### src/design/qed_pkg.sv
package qed_pkg;

    // ----------------------------------------------------------------
    // register map (byte addresses, one aligned word each)
    // ----------------------------------------------------------------
    localparam logic [7:0] QED_OFF_CTRL = 8'h00;    // decoder_control_register
    localparam logic [7:0] QED_OFF_UPPER = 8'h04;   // counter_upper_limit
    localparam logic [7:0] QED_OFF_LOWER = 8'h08;   // counter_lower_limit
    localparam logic [7:0] QED_OFF_FILT = 8'h0C;    // phase_filter_value a/b
    localparam logic [7:0] QED_OFF_COUNT = 8'h10;   // position count, read only

    // ----------------------------------------------------------------
    // field positions
    // ----------------------------------------------------------------
    localparam int QED_CTRL_ENABLE_BIT = 0;         // phase_encoding_select
    localparam int QED_CTRL_DIR_BIT = 1;            // count_direction_flag
    localparam int QED_FILT_B_LSB = 8;              // b filter value position

    // ----------------------------------------------------------------
    // widths and reset values
    // ----------------------------------------------------------------
    localparam int QED_CNT_W = 16;                  // signed position width
    localparam int QED_FILT_W = 4;                  // filter value width
    localparam logic [15:0] QED_UPPER_RST = 16'h07FF;   // 2047
    localparam logic [15:0] QED_LOWER_RST = 16'hF800;   // -2048
    localparam logic [3:0] QED_FILT_RST = 4'h3;         // 3
    localparam logic [1:0] QED_RESP_OKAY = 2'h0;
    localparam logic [1:0] QED_RESP_SLVERR = 2'h2;

    // filter output plus edge information for one phase
    typedef struct packed {
        logic level;     // filtered level
        logic edge_seen; // one-cycle pulse on any filtered edge
    } qed_phase_t;

endpackage : qed_pkg

### src/design/qed_decoder.sv
// Functional notes
// - count direction from relative phase of inputs
// - count every edge of both phases
// - b lags a: increment per edge
// - b leads a: decrement per edge
// - readable direction flag in control register
// - programmable upper limit, default 2047
// - signed negative lower limit, default -2048
// - per-phase glitch filter, programmable, default 3
// - index output unused, two phases only
//
// Decided for this implementation: the address map and the AXI4-Lite slave port.
`timescale 1ns/100ps
`default_nettype none

module qed_decoder
    import qed_pkg::*;
(
    input wire logic clk_i,
    input wire logic reset_n_i,
    input wire logic phase_a_i,
    input wire logic phase_b_i,
    // axi4-lite slave
    input wire logic [7:0] s_axi_awaddr_i,
    input wire logic s_axi_awvalid_i,
    output logic s_axi_awready_o,
    input wire logic [31:0] s_axi_wdata_i,
    input wire logic [3:0] s_axi_wstrb_i,
    input wire logic s_axi_wvalid_i,
    output logic s_axi_wready_o,
    output logic [1:0] s_axi_bresp_o,
    output logic s_axi_bvalid_o,
    input wire logic s_axi_bready_i,
    input wire logic [7:0] s_axi_araddr_i,
    input wire logic s_axi_arvalid_i,
    output logic s_axi_arready_o,
    output logic [31:0] s_axi_rdata_o,
    output logic [1:0] s_axi_rresp_o,
    output logic s_axi_rvalid_o,
    input wire logic s_axi_rready_i,
    output logic [QED_CNT_W-1:0] position_o,
    output logic count_direction_flag_o
);

    // ----------------------------------------------------------------
    // input synchroniser and glitch filter, one per phase
    // ----------------------------------------------------------------
    logic [1:0] phase_raw;              // raw pins, index a=0 b=1
    logic [1:0] sync_meta;              // first stage, read only by second
    logic [1:0] sync_q;                 // synchronised levels
    logic [QED_FILT_W-1:0] filt_cnt [2];    // stable-run counters
    logic [QED_FILT_W-1:0] next_filt_cnt [2];
    logic [1:0] filt_lvl;               // filtered levels
    logic [1:0] next_filt_lvl;
    logic [QED_FILT_W-1:0] filt_val [2];    // programmed filter values
    qed_phase_t phase_info [2];

    assign phase_raw = {phase_b_i, phase_a_i};

    // two-flop synchroniser ahead of the filter
    always_ff @(posedge clk_i or negedge reset_n_i)
    begin
        if (!reset_n_i)
        begin
            sync_meta <= 2'h0;
            sync_q <= 2'h0;
        end
        else
        begin
            sync_meta <= phase_raw;
            sync_q <= sync_meta;
        end
    end

    generate
        for (genvar g = 0; g < 2; g++)
        begin : g_filt
            // a new level is accepted only after it holds filt_val+1 cycles,
            // so shorter pulses vanish; costs that much latency per edge
            always_comb
            begin
                next_filt_cnt[g] = '0;
                next_filt_lvl[g] = filt_lvl[g];
                if (sync_q[g] != filt_lvl[g])
                begin
                    // candidate level differs from the accepted one
                    if (filt_cnt[g] >= filt_val[g])
                    begin
                        next_filt_lvl[g] = sync_q[g];
                    end
                    else
                    begin
                        next_filt_cnt[g] = filt_cnt[g] + 1'b1;
                    end
                end
            end

            always_ff @(posedge clk_i or negedge reset_n_i)
            begin
                if (!reset_n_i)
                begin
                    filt_cnt[g] <= '0;
                    filt_lvl[g] <= 1'b0;
                end
                else
                begin
                    filt_cnt[g] <= next_filt_cnt[g];
                    filt_lvl[g] <= next_filt_lvl[g];
                end
            end

            assign phase_info[g].level = filt_lvl[g];
            assign phase_info[g].edge_seen = next_filt_lvl[g] != filt_lvl[g];
        end
    endgenerate

    // ----------------------------------------------------------------
    // quadrature counter
    // ----------------------------------------------------------------
    logic enable;                       // phase_encoding_select
    logic signed [QED_CNT_W-1:0] upper_limit;
    logic signed [QED_CNT_W-1:0] lower_limit;
    logic signed [QED_CNT_W-1:0] count;
    logic signed [QED_CNT_W-1:0] next_count;
    logic direction;                    // 1 = up
    logic next_direction;
    logic step_up;
    logic step_any;

    // direction from the new state against the old: x4 decoding.
    // up when (new a xor old b) -- b lags a. a simultaneous double
    // edge is illegal gray and is dropped.
    always_comb
    begin
        step_any = phase_info[0].edge_seen ^ phase_info[1].edge_seen;
        step_up = next_filt_lvl[0] ^ phase_info[1].level;
        next_count = count;
        next_direction = direction;
        if (enable && step_any)
        begin
            next_direction = step_up;
            if (step_up)
            begin
                // increment, wrap to lower past upper; the step is sized to the
                // count, since a one-bit signed one would read as minus one
                next_count = (count >= upper_limit) ? lower_limit
                                                    : count + 16'sh0001;
            end
            else
            begin
                // decrement, wrap to upper past lower
                next_count = (count <= lower_limit) ? upper_limit
                                                    : count - 16'sh0001;
            end
        end
    end

    always_ff @(posedge clk_i or negedge reset_n_i)
    begin
        if (!reset_n_i)
        begin
            count <= '0;
            direction <= 1'b1;
        end
        else
        begin
            count <= next_count;
            direction <= next_direction;
        end
    end

    assign position_o = count;
    assign count_direction_flag_o = direction;

    // ----------------------------------------------------------------
    // axi4-lite slave: write and read, one outstanding each
    // ----------------------------------------------------------------
    logic aw_held, next_aw_held;        // write address captured
    logic w_held, next_w_held;          // write data captured
    logic [7:0] aw_addr, next_aw_addr;
    logic [31:0] w_data, next_w_data;
    logic [3:0] w_strb, next_w_strb;
    logic bvalid, next_bvalid;
    logic [1:0] bresp, next_bresp;
    logic rvalid, next_rvalid;
    logic [31:0] rdata, next_rdata;
    logic [1:0] rresp, next_rresp;
    logic next_enable;
    logic signed [QED_CNT_W-1:0] next_upper, next_lower;
    logic [QED_FILT_W-1:0] next_fval [2];

    // byte-lane merge of a 16-bit field
    function automatic logic [15:0] merge16(input logic [15:0] old,
                                            input logic [31:0] d,
                                            input logic [3:0] s);
        merge16 = {s[1] ? d[15:8] : old[15:8], s[0] ? d[7:0] : old[7:0]};
    endfunction : merge16

    assign s_axi_awready_o = !aw_held && !bvalid;
    assign s_axi_wready_o = !w_held && !bvalid;
    assign s_axi_arready_o = !rvalid;

    always_comb
    begin
        next_aw_held = aw_held;
        next_w_held = w_held;
        next_aw_addr = aw_addr;
        next_w_data = w_data;
        next_w_strb = w_strb;
        next_bvalid = bvalid;
        next_bresp = bresp;
        next_rvalid = rvalid;
        next_rdata = rdata;
        next_rresp = rresp;
        next_enable = enable;
        next_upper = upper_limit;
        next_lower = lower_limit;
        next_fval[0] = filt_val[0];
        next_fval[1] = filt_val[1];
        // address and data may arrive in either order
        if (s_axi_awvalid_i && s_axi_awready_o)
        begin
            next_aw_held = 1'b1;
            next_aw_addr = s_axi_awaddr_i;
        end
        if (s_axi_wvalid_i && s_axi_wready_o)
        begin
            next_w_held = 1'b1;
            next_w_data = s_axi_wdata_i;
            next_w_strb = s_axi_wstrb_i;
        end
        // both held: perform the write and answer
        if (aw_held && w_held)
        begin
            next_aw_held = 1'b0;
            next_w_held = 1'b0;
            next_bvalid = 1'b1;
            next_bresp = QED_RESP_OKAY;
            unique case (aw_addr)
                QED_OFF_CTRL:
                begin
                    if (w_strb[0])
                    begin
                        next_enable = w_data[QED_CTRL_ENABLE_BIT];
                    end
                end
                QED_OFF_UPPER: next_upper = merge16(upper_limit, w_data, w_strb);
                QED_OFF_LOWER: next_lower = merge16(lower_limit, w_data, w_strb);
                QED_OFF_FILT:
                begin
                    if (w_strb[0])
                    begin
                        next_fval[0] = w_data[QED_FILT_W-1:0];
                    end
                    if (w_strb[1])
                    begin
                        next_fval[1] = w_data[QED_FILT_B_LSB +: QED_FILT_W];
                    end
                end
                QED_OFF_COUNT: next_bresp = QED_RESP_OKAY;  // read only, write ignored
                default: next_bresp = QED_RESP_SLVERR;      // unmapped
            endcase
        end
        if (bvalid && s_axi_bready_i)
        begin
            next_bvalid = 1'b0;
        end
        // read: answer the cycle after the address is taken
        if (s_axi_arvalid_i && s_axi_arready_o)
        begin
            next_rvalid = 1'b1;
            next_rresp = QED_RESP_OKAY;
            next_rdata = 32'h0000_0000;
            unique case (s_axi_araddr_i)
                QED_OFF_CTRL:
                begin
                    next_rdata[QED_CTRL_ENABLE_BIT] = enable;
                    next_rdata[QED_CTRL_DIR_BIT] = direction;
                end
                QED_OFF_UPPER: next_rdata = {{16{upper_limit[15]}}, upper_limit};
                QED_OFF_LOWER: next_rdata = {{16{lower_limit[15]}}, lower_limit};
                QED_OFF_FILT:
                begin
                    next_rdata[QED_FILT_W-1:0] = filt_val[0];
                    next_rdata[QED_FILT_B_LSB +: QED_FILT_W] = filt_val[1];
                end
                QED_OFF_COUNT: next_rdata = {{16{count[15]}}, count};
                default: next_rresp = QED_RESP_SLVERR;
            endcase
        end
        else if (rvalid && s_axi_rready_i)
        begin
            next_rvalid = 1'b0;
        end
    end

    always_ff @(posedge clk_i or negedge reset_n_i)
    begin
        if (!reset_n_i)
        begin
            aw_held <= 1'b0;
            w_held <= 1'b0;
            aw_addr <= 8'h00;
            w_data <= 32'h0000_0000;
            w_strb <= 4'h0;
            bvalid <= 1'b0;
            bresp <= 2'h0;
            rvalid <= 1'b0;
            rdata <= 32'h0000_0000;
            rresp <= 2'h0;
            enable <= 1'b1;
            upper_limit <= QED_UPPER_RST;
            lower_limit <= QED_LOWER_RST;
            filt_val[0] <= QED_FILT_RST;
            filt_val[1] <= QED_FILT_RST;
        end
        else
        begin
            aw_held <= next_aw_held;
            w_held <= next_w_held;
            aw_addr <= next_aw_addr;
            w_data <= next_w_data;
            w_strb <= next_w_strb;
            bvalid <= next_bvalid;
            bresp <= next_bresp;
            rvalid <= next_rvalid;
            rdata <= next_rdata;
            rresp <= next_rresp;
            enable <= next_enable;
            upper_limit <= next_upper;
            lower_limit <= next_lower;
            filt_val[0] <= next_fval[0];
            filt_val[1] <= next_fval[1];
        end
    end

    assign s_axi_bvalid_o = bvalid;
    assign s_axi_bresp_o = bresp;
    assign s_axi_rvalid_o = rvalid;
    assign s_axi_rdata_o = rdata;
    assign s_axi_rresp_o = rresp;

endmodule : qed_decoder

`default_nettype wire

### config.mk
export PLATFORM = sky130hd
export DESIGN_NAME = qed_decoder
export DESIGN_NICKNAME = d
export VERILOG_FILES = /design/src/design/qed_pkg.sv /design/src/design/qed_decoder.sv
export SDC_FILE = /design/constraint.sdc
export NUM_CORES = 1
export LEC_CHECK = 0
export ABC_AREA = 1
export BUFFER_PORTS_ARGS = -buffer_cell sky130_fd_sc_hd__buf_2
export CORE_MARGIN = 8
export CORE_UTILIZATION = 57
export DETAILED_ROUTE_END_ITERATION = 12
export PLACE_DENSITY = 0.89
export SLEW_MARGIN = 0
export SYNTH_ARGS = -nofsm -noshare
export SYNTH_HDL_FRONTEND = slang
export SYNTH_SLANG_ARGS = --single-unit
### constraint.sdc
create_clock -name clk_i -period 2.4 [get_ports clk_i]
set_input_delay 0.48 -clock clk_i [delete_from_list [all_inputs] [get_ports clk_i]]
set_output_delay 0.48 -clock clk_i [all_outputs]
set_load 0.02 [all_outputs]
==> flow_metrics.py, run 1 <==
metrics = {
    "worst_setup_path": {
        "critPathRequiredTime_ps": 2780,
        "worstSetupStartpointType": "flip-flop",
        "critPathLaunch": "filt_val[5]",
        "slowest_delay_ps": 540,
        "r2r_slack_ps": -2,
        "worstReg2RegStart": "filt_val[5]",
        "r2r_cells": 14,
        "timing.rr.end": "position_o[6]",
        "critical_path.endpoint_type": "flip-flop",
        "crit_slowest_cell": "dfstp_2",
        "cpMostUsedCell": "nand2_1",
        "setup.worst_path.end": "position_o[6]",
        "crit_type": "reg2reg",
        "crit_path_max_fanout": 7,
        "worstPathCellList": "inv_2, ha_4, inv_1, o21bai_1, nand3_2, nand3_4, nand2_1, nand2_1, nand2_1, nand2_4, inv_4, nor2_4, o211ai_1, nand3_1",
        "cp.arrival_ps": 2780,
    },
    "finish": {
        "fillers": 932,
        "final_cells": 1221,
        "n_antenna_cell": 0,
        "nets": 1141,
        "layout-drive-gt1-share": 0.246,
        "final_util": 0.711,
        "area_growth_pct": 22.0,
        "design_area_sq_um": 8930,
    },
    "synthesis": {
        "synth-edff-count": 0,
        "synth-warning-count": 0,
        "synth.area.top_cells": "dfrtp_1, nand2_1, dfstp_2, ha_1, inv_1",
        "synthTopCellsByCount": "nand2_1, inv_1, dfrtp_1, o21ai_0, nor2_1",
        "synthDominantCellAreaShare": 0.335,
        "async_flop_share": 1.00,
        "yosysTopAreaCell": "dfrtp_1",
        "ys_ff_latch": 120,
        "ys_types": 44,
        "synth_cells": 902,
        "netlist_area_sq_um": 7320,
        "syn_area_per_cell_sq_um": 8.11,
        "yosysSeqAreaShare": 0.414,
        "synthFlopType": "dfrtp_1",
        "synth_most_common_cell": "nand2_1",
    },
    "detailed_routing": {
        "drt-total-wl_um": 22500,
        "drc": 0,
        "drt-vias-per-instance": 5.78,
        "first_iter_violations": 862,
        "dr_wl_met2_um": 10300,
        "dr.pass1.iters": 7,
        "wl_met3_um": 2330,
        "top_layer": "met4",
        "ant_nets": 0,
        "vias": 7059,
        "drt-met1-wl_um": 9020,
        "wl_per_cell_um": 18.4,
    },
    "global_routing": {
        "grt_pass1_wl_um": 35200,
        "antenna_found_initial": 0,
        "overflow": 0,
        "grt_max_degree": 49,
        "track_usage": 0.271,
        "first_global_vias": 6906,
    },
    "pwr": {
        "leakage_uw": 0.00454,
        "peakVddDrop_mv": 1.40,
        "p_per_area_nw_per_um2": 1600,
    },
    "sta": {
        "min_period_ps": 2400,
        "finalCritPeriodShare": 1.00,
        "slew_headroom": 0.563,
        "fmax_ghz": 0.416,
        "fin_setup_tns_ps": -2.25,
        "fin_ws_ps": -2.25,
        "setup_viol": 1,
        "drv_slew": 0,
        "finalHoldViolCount": 0,
        "clock_skew_ps": 15.4,
        "worst_pin_slew_ps": 656,
    },
    "die": {
        "initial_utilization": 0.582,
        "core_area_sq_um": 12600,
        "num_rows": 41,
        "die_area_sq_um": 16700,
        "dieWidth_um": 129,
        "num_io_pins": 119,
        "die_h_um": 129,
    },
    "clock_network": {
        "htreeDepth": 4,
        "cts_sinks": 120,
        "path_clk_slew_ps": 70,
        "clk_path_buf_depth": 2,
        "cts-buffers-inserted": 17,
        "root_buffer": "clkbuf_16",
        "cts_tree": "done",
        "clk_latency_ps": 440,
    },
    "run_status": {
        "status": "finished with violations",
        "failed_checks": "negative setup slack",
    },
    "placement": {
        "port_buffers": 98,
        "hpwl_um": 15700,
        "dp_slack_ps": 72.9,
        "dp.cells": 1185,
        "globalplace.congestion": 1.00,
        "dpl_cell_area_sq_um": 8220,
    },
    "hold_path": {
        "hold_class": "in2async",
    },
    "job": {
        "drv_cap": 0,
    },
}
[area by class of cell]
cell class,instances,area [sq um],share of cell area
Clock buffer,18,429,0.0481
Inverter,115,434,0.0486
Timing Repair Buffer,154,988,0.111
Tap cell,172,215,0.0241
Sequential cell,120,3030,0.339
Clock inverter,14,189,0.0212
Multi-Input combinational cell,628,3640,0.408
[placed cells by master, fill, tap and decap left out, types with 5 or more instances in the layout]
| master | netlist | routed |
|---|---|---|
| nand2_2 | 9 | 10 |
| buf_4 | 19 | 51 |
| dfstp_2 | 22 | 22 |
| buf_2 | 3 | 97 |
| buf_12 | 0 | 6 |
| dfrtp_1 | 98 | 98 |
| nand2_1 | 207 | 205 |
| xor2_1 | 24 | 24 |
| nand3_1 | 47 | 45 |
| o22ai_1 | 23 | 23 |
| a21oi_1 | 39 | 39 |
| nor3_1 | 14 | 14 |
| o21ai_1 | 5 | 5 |
| nor2_1 | 57 | 56 |
| mux2_2 | 9 | 9 |
| xnor2_1 | 5 | 5 |
| o211ai_1 | 13 | 13 |
| inv_1 | 111 | 110 |
| nand3_2 | 10 | 10 |
| nand4_1 | 35 | 35 |
| o21ai_0 | 59 | 59 |
| clkbuf_16 | 0 | 17 |
| ha_1 | 44 | 42 |
[cells by family (layout without fill, tap and decap cells)]
kind of cell / count (synthesis) / after routing / synth area share
adders and majority gates: 44 / 44 / 0.0752
xor gates and xnor gates: 29 / 29 / 0.0347
AOI/OAI and AO/OA: 150 / 150 / 0.115
DFF: 120 / 120 / 0.414
buffers and inverters: 155 / 301 / 0.0971
other: 1 / 2 / 0.000512
and+or+nand+nor: 394 / 394 / 0.249
muxes: 9 / 9 / 0.0138
[report_power, final]
group	switching (uW)	internal (uW)	leakage, uW
Combinational	5340	3370	0.00276
Clock	1040	1660	0.000296
Sequential	330	2510	0.00149
[registers in the layout, indices dropped and copies added (netlist names), 2 cells and up]
signal / cells
filt_val: 8
position_o: 16
w_strb: 2
filt_cnt: 8
s_axi_rdata_o: 16
lower_limit: 16
upper_limit: 16
filt_lvl: 2
w_data: 16
sync_q: 2
aw_addr: 8
sync_meta: 2
[metrics by stage]
| step | power [uW] | hold slack [ps] |
|---|---|---|
| finish | 14300 | 67.5 |
| global placement | 10800 | 333 |
| CTS | 13800 | 82.7 |
| detailed placement | 11000 | 335 |
| floorplan | 8290 | 184 |
| global route | 15200 | 121 |
[metal layers]
layer	GRT usage	up-vias
li1	-	3261
met1	0.345	3317
met2	0.422	410
met3	0.0645	71
met4	0.140	0
met5	0	-
[worst min path at each step]
stage,to,slack (ps),cells past startpoint
final,w_data[1],70,1
after global routing,w_data[1],120,1
after CTS,w_data[2],80,1
after global placement,sync_q[0],330,0
after detailed placement,sync_q[1],330,0
after floorplan,aw_addr[0],180,0
[critical path: cells and delay by family (launching register included)]
| kind | cells | cell delay, ps |
|---|---|---|
| AOI/OAI and AO/OA | 2 | 330 |
| DFF | 1 | 540 |
| and+or+nand+nor | 8 | 1030 |
| adders and majority gates | 1 | 270 |
| buffers and inverters | 3 | 170 |
[repair_timing]
item | CTS | global route
buffers inserted | 0 | 4
setup endpoints to repair | 0 | 16
hold buffers | 0 | 0
resized for setup | 0 | 12
No activity file was read; power rests on OpenSTA's default activity.
==> run 2: changes to the inputs <==
--- a/config.mk
+++ b/config.mk
@@ -6,11 +6,11 @@
 export NUM_CORES = 1
 export LEC_CHECK = 0
 export ABC_AREA = 1
-export BUFFER_PORTS_ARGS = -buffer_cell sky130_fd_sc_hd__buf_2
 export CORE_MARGIN = 8
-export CORE_UTILIZATION = 57
+export CORE_UTILIZATION = 41
 export DETAILED_ROUTE_END_ITERATION = 12
-export PLACE_DENSITY = 0.89
+export DONT_BUFFER_PORTS = 1
+export PLACE_DENSITY = 0.64
 export SLEW_MARGIN = 0
 export SYNTH_ARGS = -nofsm -noshare
 export SYNTH_HDL_FRONTEND = slang
==> flow_metrics.py, run 2 (same netlist as run 1, synthesis figures left out) <==
metrics = {
    "clock_network": {
        "cts_sinks": 120,
        "clk_latency_ps": 420,
        "cts-buffers-inserted": 17,
        "cts_tree": "done",
        "path_clk_slew_ps": 60,
        "htreeDepth": 4,
        "root_buffer": "clkbuf_16",
        "clk_path_buf_depth": 2,
    },
    "global_routing": {
        "track_usage": 0.191,
        "first_global_vias": 5974,
        "antenna_found_initial": 0,
        "grt_pass1_wl_um": 33200,
        "grt_max_degree": 121,
        "overflow": 0,
    },
    "detailed_routing": {
        "ant_nets": 0,
        "drt-vias-per-instance": 5.33,
        "wl_per_cell_um": 17.9,
        "drc": 0,
        "dr.pass1.iters": 6,
        "first_iter_violations": 724,
        "vias": 6317,
        "drt-total-wl_um": 21200,
    },
    "sta": {
        "setup_viol": 0,
        "drv_slew": 0,
        "fin_setup_tns_ps": 0,
        "clock_skew_ps": 11.1,
        "slew_headroom": 0.642,
        "min_period_ps": 2290,
        "worst_pin_slew_ps": 535,
        "fmax_ghz": 0.437,
        "holdWs_ps": -241,
        "finalCritPeriodShare": 0.954,
        "finalHoldViolCount": 120,
    },
    "pwr": {
        "p_per_area_nw_per_um2": 1630,
        "peakVddDrop_mv": 1.15,
        "leakage_uw": 0.00407,
        "power_uw": 13800,
    },
    "worst_setup_path": {
        "crit_type": "reg2reg",
        "crit_path_max_fanout": 4,
        "cp.arrival_ps": 2600,
        "critical_path.endpoint_type": "flip-flop",
        "critPathRequiredTime_ps": 2700,
        "worstSetupStartpointType": "flip-flop",
    },
    "finish": {
        "nets": 1048,
        "area_growth_pct": 16.2,
        "design_area_sq_um": 8500,
        "n_antenna_cell": 0,
        "mostFrequentLayoutCell": "nand2_1",
        "layout-drive-gt1-share": 0.176,
        "final_cell_mix": "nand2_1, inv_1, dfrtp_1",
    },
    "die": {
        "num_rows": 49,
        "initial_utilization": 0.413,
        "die_h_um": 150,
        "core_area_sq_um": 17700,
        "die_area_sq_um": 22400,
        "num_io_pins": 119,
        "dieWidth_um": 150,
    },
    "placement": {
        "globalplace.congestion": 0.927,
        "hpwl_um": 15600,
        "port_buffers": 0,
        "dpl_cell_area_sq_um": 7800,
    },
    "hold_path": {
        "hold_class": "in2async",
    },
    "run_status": {
        "status": "finished with violations",
        "failed_checks": "negative hold slack",
    },
    "job": {
        "drv_cap": 0,
    },
}
[run 2: layout make-up]
type | instances | area, sq um
clock inverters | 13 | 120
inverters | 115 | 432
well taps | 229 | 287
fillers | 1732 | 9210
repair buffers | 59 | 480
flip-flops and latches | 120 | 3040
clock buffers | 19 | 443
multi-input cells | 630 | 3710
[run 2: repair_timing]
action | in CTS | in global routing
gates resized for setup | 0 | 18
buffers inserted | 0 | 2
endpoints found under the hold margin | 120 | 120
setup endpoints to repair | 0 | 16
[run 2: worst paths after layout]
check	cells after the start	end	startpoint	slack, ps
worst max register to register	14	position_o[1]	upper_limit[10]	110
worst max-delay path	14	position_o[1]	upper_limit[10]	110
min in group clk_i	0	sync_meta[0]	phase_a_i	90
worst min register to register	0	sync_q[0]	sync_meta[0]	340
worst min-delay path	0	aw_addr[6]	reset_n_i	-240
max in group asynchronous	0	count_direction_flag_o	reset_n_i	2380
[run 2: worst max-delay path, cell delays in order (launching register included)]
cell,delay (ps)
dfstp_2,520
inv_1,100
ha_1,320
nand4_1,120
nor3_2,270
nand2_1,130
nand2_1,100
nand2_2,80
nand3_4,110
buf_4,150
nand2_1,50
nand3_1,60
nand2_1,60
nand2_1,50
nand2_1,50
[run 2: through the flow]
step | instances | setup slack, ps | hold slack, ps | util
after detailed placement | 1149 | 81.2 | 189 | 0.440
after global placement | 1149 | 92.0 | 189 | 0.440
after CTS | 1181 | 70.2 | -262 | 0.472
after floorplan | 903 | 301 | 184 | -
after global routing | 1185 | -26.7 | -263 | 0.480
final | 1185 | 110 | -241 | 0.480
[run 2: power by group]
group,internal [uW],leakage [uW],switching (uW)
clock,1460,0.000271,985
combinational,3150,0.00231,5370
sequential,2510,0.00149,358
[run 2: per-layer routing]
layer,wire length (um),part of all wire,up-vias,track usage
met3,2110,0.10,35,0.0514
met1,9580,0.45,2958,0.270
li1,-,-,3077,-
met2,9090,0.43,247,0.275
met4,427,0.020,0,0.0661
met5,0,0,-,0
